===== src/hw/idr_pkg.sv =====
// constants and types for the identification space responder
package idr_pkg;

	// identification table geometry and byte offsets
	localparam int         ID_WORDS      = 32;
	localparam logic [6:0] OFF_SIG0      = 7'h01;
	localparam logic [6:0] OFF_SIG1      = 7'h03;
	localparam logic [6:0] OFF_SIG2      = 7'h05;
	localparam logic [6:0] OFF_SIG3      = 7'h07;
	localparam logic [6:0] OFF_MAKER     = 7'h09;
	localparam logic [6:0] OFF_MODEL     = 7'h0B;
	localparam logic [6:0] OFF_REV       = 7'h0D;
	localparam logic [6:0] OFF_RSVD      = 7'h0F;
	localparam logic [6:0] OFF_DRV_LO    = 7'h11;
	localparam logic [6:0] OFF_DRV_HI    = 7'h13;
	localparam logic [6:0] OFF_COUNT     = 7'h15;
	localparam logic [6:0] OFF_CSUM      = 7'h17;
	localparam logic [6:0] OFF_USER_LO   = 7'h19;
	localparam logic [6:0] OFF_USER_HI   = 7'h3F;

	// fixed table contents
	localparam logic [7:0] VAL_SIG0      = 8'h49;
	localparam logic [7:0] VAL_SIG1      = 8'h50;
	localparam logic [7:0] VAL_SIG2      = 8'h41;
	localparam logic [7:0] VAL_SIG3      = 8'h43;
	localparam logic [7:0] VAL_RSVD      = 8'h00;
	localparam logic [7:0] VAL_DRV_LO    = 8'h01;
	localparam logic [7:0] VAL_DRV_HI    = 8'h00;
	localparam logic [7:0] VAL_COUNT     = 8'h0C;
	localparam logic [7:0] VAL_CSUM      = 8'hE0;
	localparam logic [7:0] VAL_USER      = 8'h00;

	// data space byte offsets and reset values
	localparam logic [6:0] OFF_VEC_BASE  = 7'h01;
	localparam logic [6:0] OFF_IRQ_CTRL  = 7'h03;
	localparam logic [6:0] OFF_IRQ_STAT  = 7'h05;
	localparam logic [5:0] RST_VEC_BASE  = 6'h00;
	localparam logic [3:0] RST_SRC_SEL   = 4'h0;
	localparam logic [3:0] RST_IRQ_EN    = 4'h0;

	// bus cycle sequencer
	typedef enum logic [1:0] {
		ST_IDLE = 2'b00,
		ST_WAIT = 2'b01,
		ST_ACK  = 2'b10
	} idr_state_type;

endpackage


===== src/hw/idr_responder.sv =====
// identification space and host port of a four channel counter module
// Functional notes
// - a read-only table of at least 32 byte locations identifies the module.
// - the table carries the module's manufacturing revision level.
// - standard data sits on odd offsets 01..17, and 19..3F is user space.
// - a driver identifier reads 01 at offset 11 and 00 at offset 13.
// - the table is fixed, with 0C at offset 15 and E0 at offset 17.
// - the table is built in logic and starts with bytes 49 50 41 43.
// - table reads take no wait state and data space cycles take exactly one.
// - the acknowledge vector is six programmed bits plus a two bit channel.
// - each channel interrupts on borrow or on compare match, by software.
`timescale 1ns/1ps
`default_nettype none

module idr_responder
	import idr_pkg::*;
#(
	parameter logic [7:0] MAKER_CODE = 8'h5A, // arbitrary value
	parameter logic [7:0] MODEL_CODE = 8'h3C, // arbitrary value
	parameter logic [7:0] REV_LEVEL  = 8'h01, // arbitrary value
	parameter int         CHANNELS   = 4
) (
	input  wire logic                mclk_i,
	input  wire logic                arst_n_i,
	input  wire logic                idsel_n_i,
	input  wire logic                iosel_n_i,
	input  wire logic                intsel_n_i,
	input  wire logic                rw_n_i,
	input  wire logic [5:0]          addr_i,
	input  wire logic [7:0]          data_i,
	output logic      [7:0]          data_o,
	output logic                     data_oe_n_o,
	output logic                     ack_n_o,
	output logic                     intreq0_n_o,
	input  wire logic [CHANNELS-1:0] borrow_i,
	input  wire logic [CHANNELS-1:0] match_i
);

	////////////////////////////////////////////////////////////////////////
	// declarations

	idr_state_type         state;
	logic                  cyc_read;
	logic [5:0]            vec_base;
	logic [CHANNELS-1:0]   src_sel;
	logic [CHANNELS-1:0]   irq_en;
	logic [CHANNELS-1:0]   pend;
	logic [CHANNELS-1:0]   bor_s1, bor_s2, bor_s3;
	logic [CHANNELS-1:0]   mat_s1, mat_s2, mat_s3;
	logic [CHANNELS-1:0]   event_hit;
	logic [CHANNELS-1:0]   ack_clear;
	logic [1:0]            irq_chan;
	logic [6:0]            byte_addr;
	logic                  start_id;
	logic                  start_io;
	logic                  start_int;
	logic [7:0]            next_data;

	// the host bus runs on mclk_i, so its strobes need no synchroniser
	assign byte_addr = {addr_i, 1'b1};
	assign start_id  = (state == ST_IDLE) && !idsel_n_i;
	assign start_io  = (state == ST_IDLE) && idsel_n_i && !iosel_n_i;
	assign start_int = (state == ST_IDLE) && idsel_n_i && iosel_n_i
		&& !intsel_n_i;

	////////////////////////////////////////////////////////////////////////
	// identification table

	function automatic logic [7:0] id_lookup(input logic [6:0] b);
		case (b)
			OFF_SIG0:   return VAL_SIG0;
			OFF_SIG1:   return VAL_SIG1;
			OFF_SIG2:   return VAL_SIG2;
			OFF_SIG3:   return VAL_SIG3;
			OFF_MAKER:  return MAKER_CODE;
			OFF_MODEL:  return MODEL_CODE;
			OFF_REV:    return REV_LEVEL;
			OFF_RSVD:   return VAL_RSVD;
			OFF_DRV_LO: return VAL_DRV_LO;
			OFF_DRV_HI: return VAL_DRV_HI;
			OFF_COUNT:  return VAL_COUNT;
			OFF_CSUM:   return VAL_CSUM;
			default:    return VAL_USER; // user area reads as zero
		endcase
	endfunction

	////////////////////////////////////////////////////////////////////////
	// interrupt channel selection

	// lowest pending channel wins; with none pending channel 0 is reported
	always_comb begin
		irq_chan = 2'b00;
		for (int i = CHANNELS - 1; i >= 0; i--) begin
			if (pend[i]) begin
				irq_chan = 2'(i);
			end
		end
	end

	// read data for a table or vector cycle just starting, or a data space cycle in its wait state
	always_comb begin
		next_data = data_o;
		if (start_id) begin
			next_data = id_lookup(byte_addr);
		end else if (start_int) begin
			next_data = {vec_base, irq_chan};
		end else if (state == ST_WAIT) begin
			case (byte_addr)
				OFF_VEC_BASE: next_data = {vec_base, 2'b00};
				OFF_IRQ_CTRL: next_data = {irq_en, src_sel};
				OFF_IRQ_STAT: next_data = {4'h0, pend};
				default:      next_data = 8'h00;
			endcase
		end
	end

	////////////////////////////////////////////////////////////////////////
	// bus cycle sequencer

	always_ff @(posedge mclk_i or negedge arst_n_i) begin
		if (!arst_n_i) begin
			state <= ST_IDLE;
		end else begin
			case (state)
				ST_IDLE: begin
					if (start_io) begin
						state <= ST_WAIT;
					end else if (start_id || start_int) begin
						state <= ST_ACK;
					end
				end
				ST_WAIT: state <= ST_ACK;
				ST_ACK:  state <= ST_IDLE;
				default: state <= ST_IDLE;
			endcase
		end
	end

	// direction of the running cycle, latched at its start
	always_ff @(posedge mclk_i or negedge arst_n_i) begin
		if (!arst_n_i) begin
			cyc_read <= 1'b0;
		end else if (start_id || start_io || start_int) begin
			// a table write with intsel also low must not turn the bus
			cyc_read <= rw_n_i || start_int;
		end
	end

	// read data register; stays put between cycles
	always_ff @(posedge mclk_i or negedge arst_n_i) begin
		if (!arst_n_i) begin
			data_o <= 8'h00;
		end else begin
			data_o <= next_data;
		end
	end

	// handshake outputs from the state register
	assign ack_n_o     = (state != ST_ACK);
	assign data_oe_n_o = !((state == ST_ACK) && cyc_read);

	////////////////////////////////////////////////////////////////////////
	// data space registers

	// table writes only complete the cycle
	// writes land at the end of the wait state while the host holds data
	always_ff @(posedge mclk_i or negedge arst_n_i) begin
		if (!arst_n_i) begin
			vec_base <= RST_VEC_BASE;
			src_sel  <= RST_SRC_SEL;
			irq_en   <= RST_IRQ_EN;
		end else if ((state == ST_WAIT) && !cyc_read) begin
			if (byte_addr == OFF_VEC_BASE) begin
				vec_base <= data_i[7:2];
			end
			if (byte_addr == OFF_IRQ_CTRL) begin
				src_sel <= data_i[3:0];
				irq_en  <= data_i[7:4];
			end
		end
	end

	////////////////////////////////////////////////////////////////////////
	// counter events

	// counter outputs are asynchronous to mclk_i; third stage finds edges
	always_ff @(posedge mclk_i or negedge arst_n_i) begin
		if (!arst_n_i) begin
			bor_s1 <= '0;
			bor_s2 <= '0;
			bor_s3 <= '0;
			mat_s1 <= '0;
			mat_s2 <= '0;
			mat_s3 <= '0;
		end else begin
			bor_s1 <= borrow_i;
			bor_s2 <= bor_s1;
			bor_s3 <= bor_s2;
			mat_s1 <= match_i;
			mat_s2 <= mat_s1;
			mat_s3 <= mat_s2;
		end
	end

	for (genvar g = 0; g < CHANNELS; g++) begin : g_chan
		assign event_hit[g] = src_sel[g] ? (mat_s2[g] && !mat_s3[g])
			: (bor_s2[g] && !bor_s3[g]);
		assign ack_clear[g] = start_int && (irq_chan == 2'(g));

	end

	// pending flags; a new event beats the acknowledge that clears it
	always_ff @(posedge mclk_i or negedge arst_n_i) begin
		if (!arst_n_i) begin
			pend <= '0;
		end else begin
			pend <= event_hit | (pend & ~ack_clear);
		end
	end

	assign intreq0_n_o = !(|(pend & irq_en));
endmodule // idr_responder

`default_nettype wire

===== config.mk =====
export PLATFORM = sky130hd
export DESIGN_NAME = idr_responder
export DESIGN_NICKNAME = d
export VERILOG_FILES = /design/src/hw/idr_pkg.sv /design/src/hw/idr_responder.sv
export SDC_FILE = /design/constraint.sdc
export NUM_CORES = 1
export LEC_CHECK = 0
export ABC_AREA = 1
export BUFFER_PORTS_ARGS = -buffer_cell sky130_fd_sc_hd__buf_2
export CORE_ASPECT_RATIO = 0.6
export CORE_MARGIN = 2
export CORE_UTILIZATION = 35
export CTS_CLUSTER_DIAMETER = 100
export DETAILED_ROUTE_END_ITERATION = 7
export PLACE_DENSITY = 0.6
export SLEW_MARGIN = 30
export SYNTH_ARGS = -nofsm -noshare
export SYNTH_HDL_FRONTEND = slang
export SYNTH_SLANG_ARGS = --single-unit

===== constraint.sdc =====
create_clock -name mclk_i -period 2.2 [get_ports mclk_i]
set_input_delay 0.33 -clock mclk_i [delete_from_list [all_inputs] [get_ports mclk_i]]
set_output_delay 0.33 -clock mclk_i [all_outputs]
set_load 0.01 [all_outputs]

==> flow_metrics.tcl, run 1 <==
set metrics [dict create \
    clkTransAtPathRegs_ps 70 \
    place_area_sq_um 2680 \
    synth_warnings 0 \
    grt_usage_pct 14.8 \
    min_to "bor_s1[0]" \
    fin_area_sq_um 2850 \
    pwr-share-seq_pct 48.7 \
    globalRouteOverflowTotal 0 \
    p_comb_share_pct 16.5 \
    synth_top_family_by_area "simple AND/OR/NAND/NOR gates" \
    power.density_nw_per_um2 818 \
    synth_commonest_cells "nand2_1, dfrtp_1, inv_1" \
    clockBufferDepth 2 \
    drc 0 \
    yosys_register_bits 53 \
    cp.buffers_inverters 2 \
    io_buffers 38 \
    dp_cells 383 \
    cts_setup_buffers 0 \
    worst_ep_arrival_time_ps 1350 \
    clock-sinks 53 \
    place_congestion 0.925 \
    grt_start_max_net_pins 24 \
    cts_buffers 5 \
    cp_cell_sequence "inv_1 > o22ai_1 > a221oi_1 > buf_2" \
    cp-end-kind "output port" \
    p_leak_nw 1.46 \
    critPathKind "reg -> out" \
    reg2reg_to "vec_base[5]" \
    synth_edf_count 0 \
    vias_per_cell 4.68 \
    hold_start "borrow_i[0]" \
    utilization_pct 42.8 \
    dieArea_sq_um 7550 \
    tritoncts "built" \
    drtPass1Iterations 4 \
    relSlewSlack_pct 65.1 \
    row_count 23 \
    htree_levels 2 \
    start_util_pct 36.1 \
    worst-path-max-fanout 4 \
    swShare_pct 29.0 \
    cp_data_required_time_ps 1870 \
    syn_inst 259 \
    hold_class "in -> reg" \
    status "complete, no violations" \
    grt_antenna_before_repair 0 \
    fin_setup_tns_ps 0 \
    setup_viol 0 \
    critPathTopFamily "flip-flops" \
    ys_async_sr_fraction_pct 100 \
    ant_nets 0 \
    synth_area_sq_um 2400 \
    cp_slowest_cell "dfrtp_1" \
    yosys.area.top_type "dfrtp_1" \
    r2r_slack_ps 580 \
    fin_crit_ps 1680 \
    worst_slew_pin_slew_ps 522 \
    fp.dieW_microns 111 \
    slew_violations 0 \
    nets 332 \
    boundaryPins 39 \
    syn-num-nets 287 \
    drive_gt1_share_pct 27.5 \
    power_mw 2.33 \
    hold_viol_final 0 \
    yosysMostFrequentCell "nand2_1" \
    r2r_cells 6 \
    clock.fmax_mhz 595 \
    start_kind "flop" \
    synthMuxAreaShare_pct 1.25 \
    ir_drop_mv 0.324 \
    synth_cell_types 29 \
    die_h_microns 68.1 \
    hpwl_microns 3970 \
    hold_depth 1 \
    wire_per_inst_microns 13.1 \
    cell_internal_pwr_mw 1.65 \
    diodes 0 \
    routed_wl_microns 5130 \
    drtIter0Drc 109 \
    clkPwrFrac_pct 34.8 \
    synthAdderAreaFrac_pct 0 \
    synth-compound-area-share_pct 11.7 \
    skew_ps 4.44 \
    routed-via-count 1836 \
    yosys_most_used_dff "dfrtp_1" \
    r2r-start "state[1]" \
    yosysTopAreaCellShare_pct 55.3 \
    synthTopCellsByArea "dfrtp_1, nand2_1, inv_1" \
    power_switching_uw 675 \
    avgSynthCellArea_sq_um 9.26 \
    maxCapViolCount 0 \
    area_growth_pct 18.7 \
    synth_xor_area_share_pct 0 \
    final_cells 392 \
    core_sq_um 6650 \
    worst_skew_pair.late_latency_ps 290 \
    grt_pass1_wl_microns 8690 \
    slowest_delay_ps 410 \
    synth_simple_gate_area_share_pct 25.1 \
    grt_pass1_vias 1743 \
    rsz0062_at_grt "false" \
    period_share_pct 76.4 \
    cts_root_buffer "clkbuf_16" \
    ys_seq_area_share_pct 55.3 \
]
-- worst max path at each step --
stage | start | end | slack, ps | cells past startpoint
after floorplan | state[1] | pend[3] | 890 | 6
after global placement | addr_i[1] | vec_base[3] | 620 | 7
after detailed placement | addr_i[1] | vec_base[5] | 570 | 7
after CTS | pend[0] | intreq0_n_o | 480 | 4
after global routing | pend[0] | intreq0_n_o | 390 | 4
final | pend[0] | intreq0_n_o | 520 | 4
-- metal layers --
| layer | up-vias | track usage, % | wire, microns |
|---|---|---|---|
| li1 | 925 | - | - |
| met1 | 851 | 22.3 | 2750 |
| met2 | 55 | 21.4 | 2020 |
| met3 | 5 | 4.25 | 322 |
| met4 | 0 | 2.81 | 38 |
| met5 | - | 0 | 0 |
-- power by group through the flow --
stage          registers (mW)  clock network [mW]  logic [mW]
2_1_floorplan            1.17                   0       0.210
3_3_place_gp             1.15                   0       0.382
3_5_place_dp             1.15                   0       0.388
4_1_cts                  1.13               0.835       0.391
5_1_grt                  1.14               0.880       0.432
6_report                 1.13               0.811       0.385
-- metrics by stage --
step           setup WS [ps]  hold slack [ps]
3_5_place_dp             569              266
6_report                 519              139
3_3_place_gp             623              266
5_1_grt                  388              123
2_1_floorplan            886             34.4
4_1_cts                  480              134
-- layout make-up --
| type | instances | area, sq um |
|---|---|---|
| clock inverters | 3 | 28.8 |
| fillers | 673 | 3800 |
| inverters | 34 | 128 |
| well taps | 87 | 109 |
| repair buffers | 41 | 215 |
| clock buffers | 5 | 125 |
| multi-input cells | 169 | 915 |
| flip-flops and latches | 53 | 1330 |
-- cells by family (layout without fill, tap and decap cells) --
kind of cell           after synthesis  in the layout
and+or+nand+nor                    123            123
DFF                                 53             53
AOI/OAI and AO/OA                   44             44
buffers and inverters               37             83
muxes                                2              2
-- layout by cell type (no fill, tap or decap), types with 3 or more instances in the layout --
cell / instances
nand3b_1: 3
o311ai_0: 3
nand2_1: 68
o21ai_1: 8
nor2_4: 4
dfrtp_1: 53
buf_2: 38
a21oi_1: 12
nand2_2: 4
nand2_4: 3
clkbuf_16: 5
inv_1: 26
nor2_1: 20
o21ai_0: 6
nand3_1: 12
a21oi_2: 3
inv_2: 8
o21ai_2: 7
-- flip-flops by register name (all words and copies together) (netlist names) --
name / count
mat_s3: 4
cyc_read: 1
state: 2
bor_s3: 4
irq_en: 4
mat_s2: 4
pend: 4
vec_base: 6
bor_s2: 4
data_o: 8
mat_s1: 4
src_sel: 4
bor_s1: 4
-- what timing repair did --
| item | CTS | global route |
|---|---|---|
| endpoints found under the hold margin | 14 | 0 |
| hold buffers | 1 | 0 |
| resized for setup | 0 | 0 |
(Power assumes the default switching activity.)
==> run 2: changes to the inputs <==
clock period = 1.8 ns   (was 2.2 ns; I/O delays follow)
==> flow_metrics.tcl, run 2 (synthesis results as in run 1) <==
set metrics [dict create \
    status "complete, no violations" \
    drtPass1Iterations 4 \
    fin_crit_ps 1620 \
    fp.dieW_microns 111 \
    area_growth_pct 18.3 \
    rsz0062_at_grt "false" \
    maxCapViolCount 0 \
    ant_nets 0 \
    die_h_microns 68.1 \
    largest_reg_flops 8 \
    grt_pass1_vias 1681 \
    place_congestion 0.938 \
    hold_start "match_i[2]" \
    period_share_pct 90.3 \
    cts_resized 0 \
    drive_gt1_share_pct 27.6 \
    multi_input_area_sq_um 915 \
    start_util_pct 36.1 \
    critical_path.startpoint "pend[0]" \
    r2r-start "state[1]" \
    power.density_nw_per_um2 1000 \
    slowest_delay_ps 410 \
    start_kind "flop" \
    drtIter0Drc 157 \
    regMostFlops "data_o" \
    boundaryPins 39 \
    grt_pass1_wl_microns 8410 \
    hold_viol_final 0 \
    cp_slowest_cell "dfrtp_1" \
    p_leak_nw 1.45 \
    utilization_pct 42.7 \
    setup_viol 0 \
    routed-via-count 1828 \
    cts_buffers 5 \
    grt_usage_pct 14.4 \
    routed_wl_microns 4980 \
    io_buffers 38 \
    relSlewSlack_pct 55.9 \
    htree_levels 2 \
    core_sq_um 6650 \
    final_common_cell "nand2_1" \
    hpwl_microns 3690 \
    diodes 0 \
    fin_setup_tns_ps 0 \
    hold_class "in -> reg" \
    wire_per_inst_microns 12.7 \
    grt_start_max_net_pins 54 \
    critPathKind "reg -> out" \
    worst_slew_pin_slew_ps 662 \
    clockBufferDepth 2 \
    tritoncts "built" \
    cp_data_required_time_ps 1530 \
    clock.fmax_mhz 615 \
    cp-end-kind "output port" \
    clkTransAtPathRegs_ps 70 \
    nFillCells 669 \
    grt_antenna_before_repair 0 \
    final_cell_mix "nand2_1, dfrtp_1, buf_2" \
    globalRouteOverflowTotal 0 \
    register_area_sq_um 1330 \
    cp_cell_sequence "inv_1 > o22ai_1 > a221oi_1 > buf_2" \
    row_count 23 \
    cts_root_buffer "clkbuf_16" \
    dieArea_sq_um 7550 \
    worst_skew_pair.late_latency_ps 290 \
    worst_ep_arrival_time_ps 1350 \
    worst-path-max-fanout 4 \
    drc 0 \
    clock-sinks 53 \
    nets 331 \
    top_regs "data_o: 8 flops, vec_base: 6 flops" \
    skew_ps 5.65 \
    hold_buffers 0 \
    ir_drop_mv 0.516 \
    vias_per_cell 4.68 \
    cts_setup_buffers 0 \
    slew_violations 0 \
]
run 2: through the flow:
step | cell area [sq um] | worst slack [ps] | hold WS (ps) | power (mW) | cells
after floorplan | 2400 | 486 | -25.6 | 1.68 | 259
after global placement | 2680 | 282 | 332 | 1.87 | 383
after detailed placement | 2680 | 242 | 335 | 1.88 | 383
after CTS | 2840 | 141 | 73.3 | 2.89 | 391
after global routing | 2840 | 64.7 | 68.6 | 3.00 | 391
final | 2840 | 175 | 77.1 | 2.84 | 391
run 2: worst paths after layout:
check / to / slack (ps) / cells after the start
worst max-delay path: intreq0_n_o / 180 / 4
worst min-delay path: mat_s1[2] / 80 / 1
worst max register to register: vec_base[2] / 240 / 6
worst min register to register: mat_s2[3] / 350 / 0
max in group asynchronous: mat_s1[3] / 1270 / 2
min in group asynchronous: data_o[2] / 90 / 2
run 2: cell type report:
| type | count | share of cell area [%] |
|---|---|---|
| Sequential cell | 53 | 46.8 |
| Multi-Input combinational cell | 169 | 32.2 |
| Tap cell | 87 | 3.84 |
| Clock buffer | 5 | 4.41 |
| Timing Repair Buffer | 40 | 7.23 |
| Inverter | 34 | 4.50 |
| Clock inverter | 3 | 1.01 |
run 2: per-layer routing:
| metal | track usage (%) | vias up | routed length (microns) |
|---|---|---|---|
| met5 | 0 | - | 0 |
| li1 | - | 920 | - |
| met2 | 19.7 | 69 | 1910 |
| met1 | 22.1 | 835 | 2610 |
| met3 | 4.34 | 4 | 430 |
| met4 | 2.81 | 0 | 28 |
run 2: power breakdown:
group	internal, mW	switching [mW]	leakage, nW
Clock	0.533	0.453	0.0763
Combinational	0.177	0.291	0.729
Sequential	1.31	0.0726	0.646
Total	2.02	0.816	1.45
run 2: critical path: cells and delay by family (launching register included):
kind                   cells  cell delay [ps]
AO/OA/AOI/OAI              2              340
buffers and inverters      2              310
flip-flops                 1              410
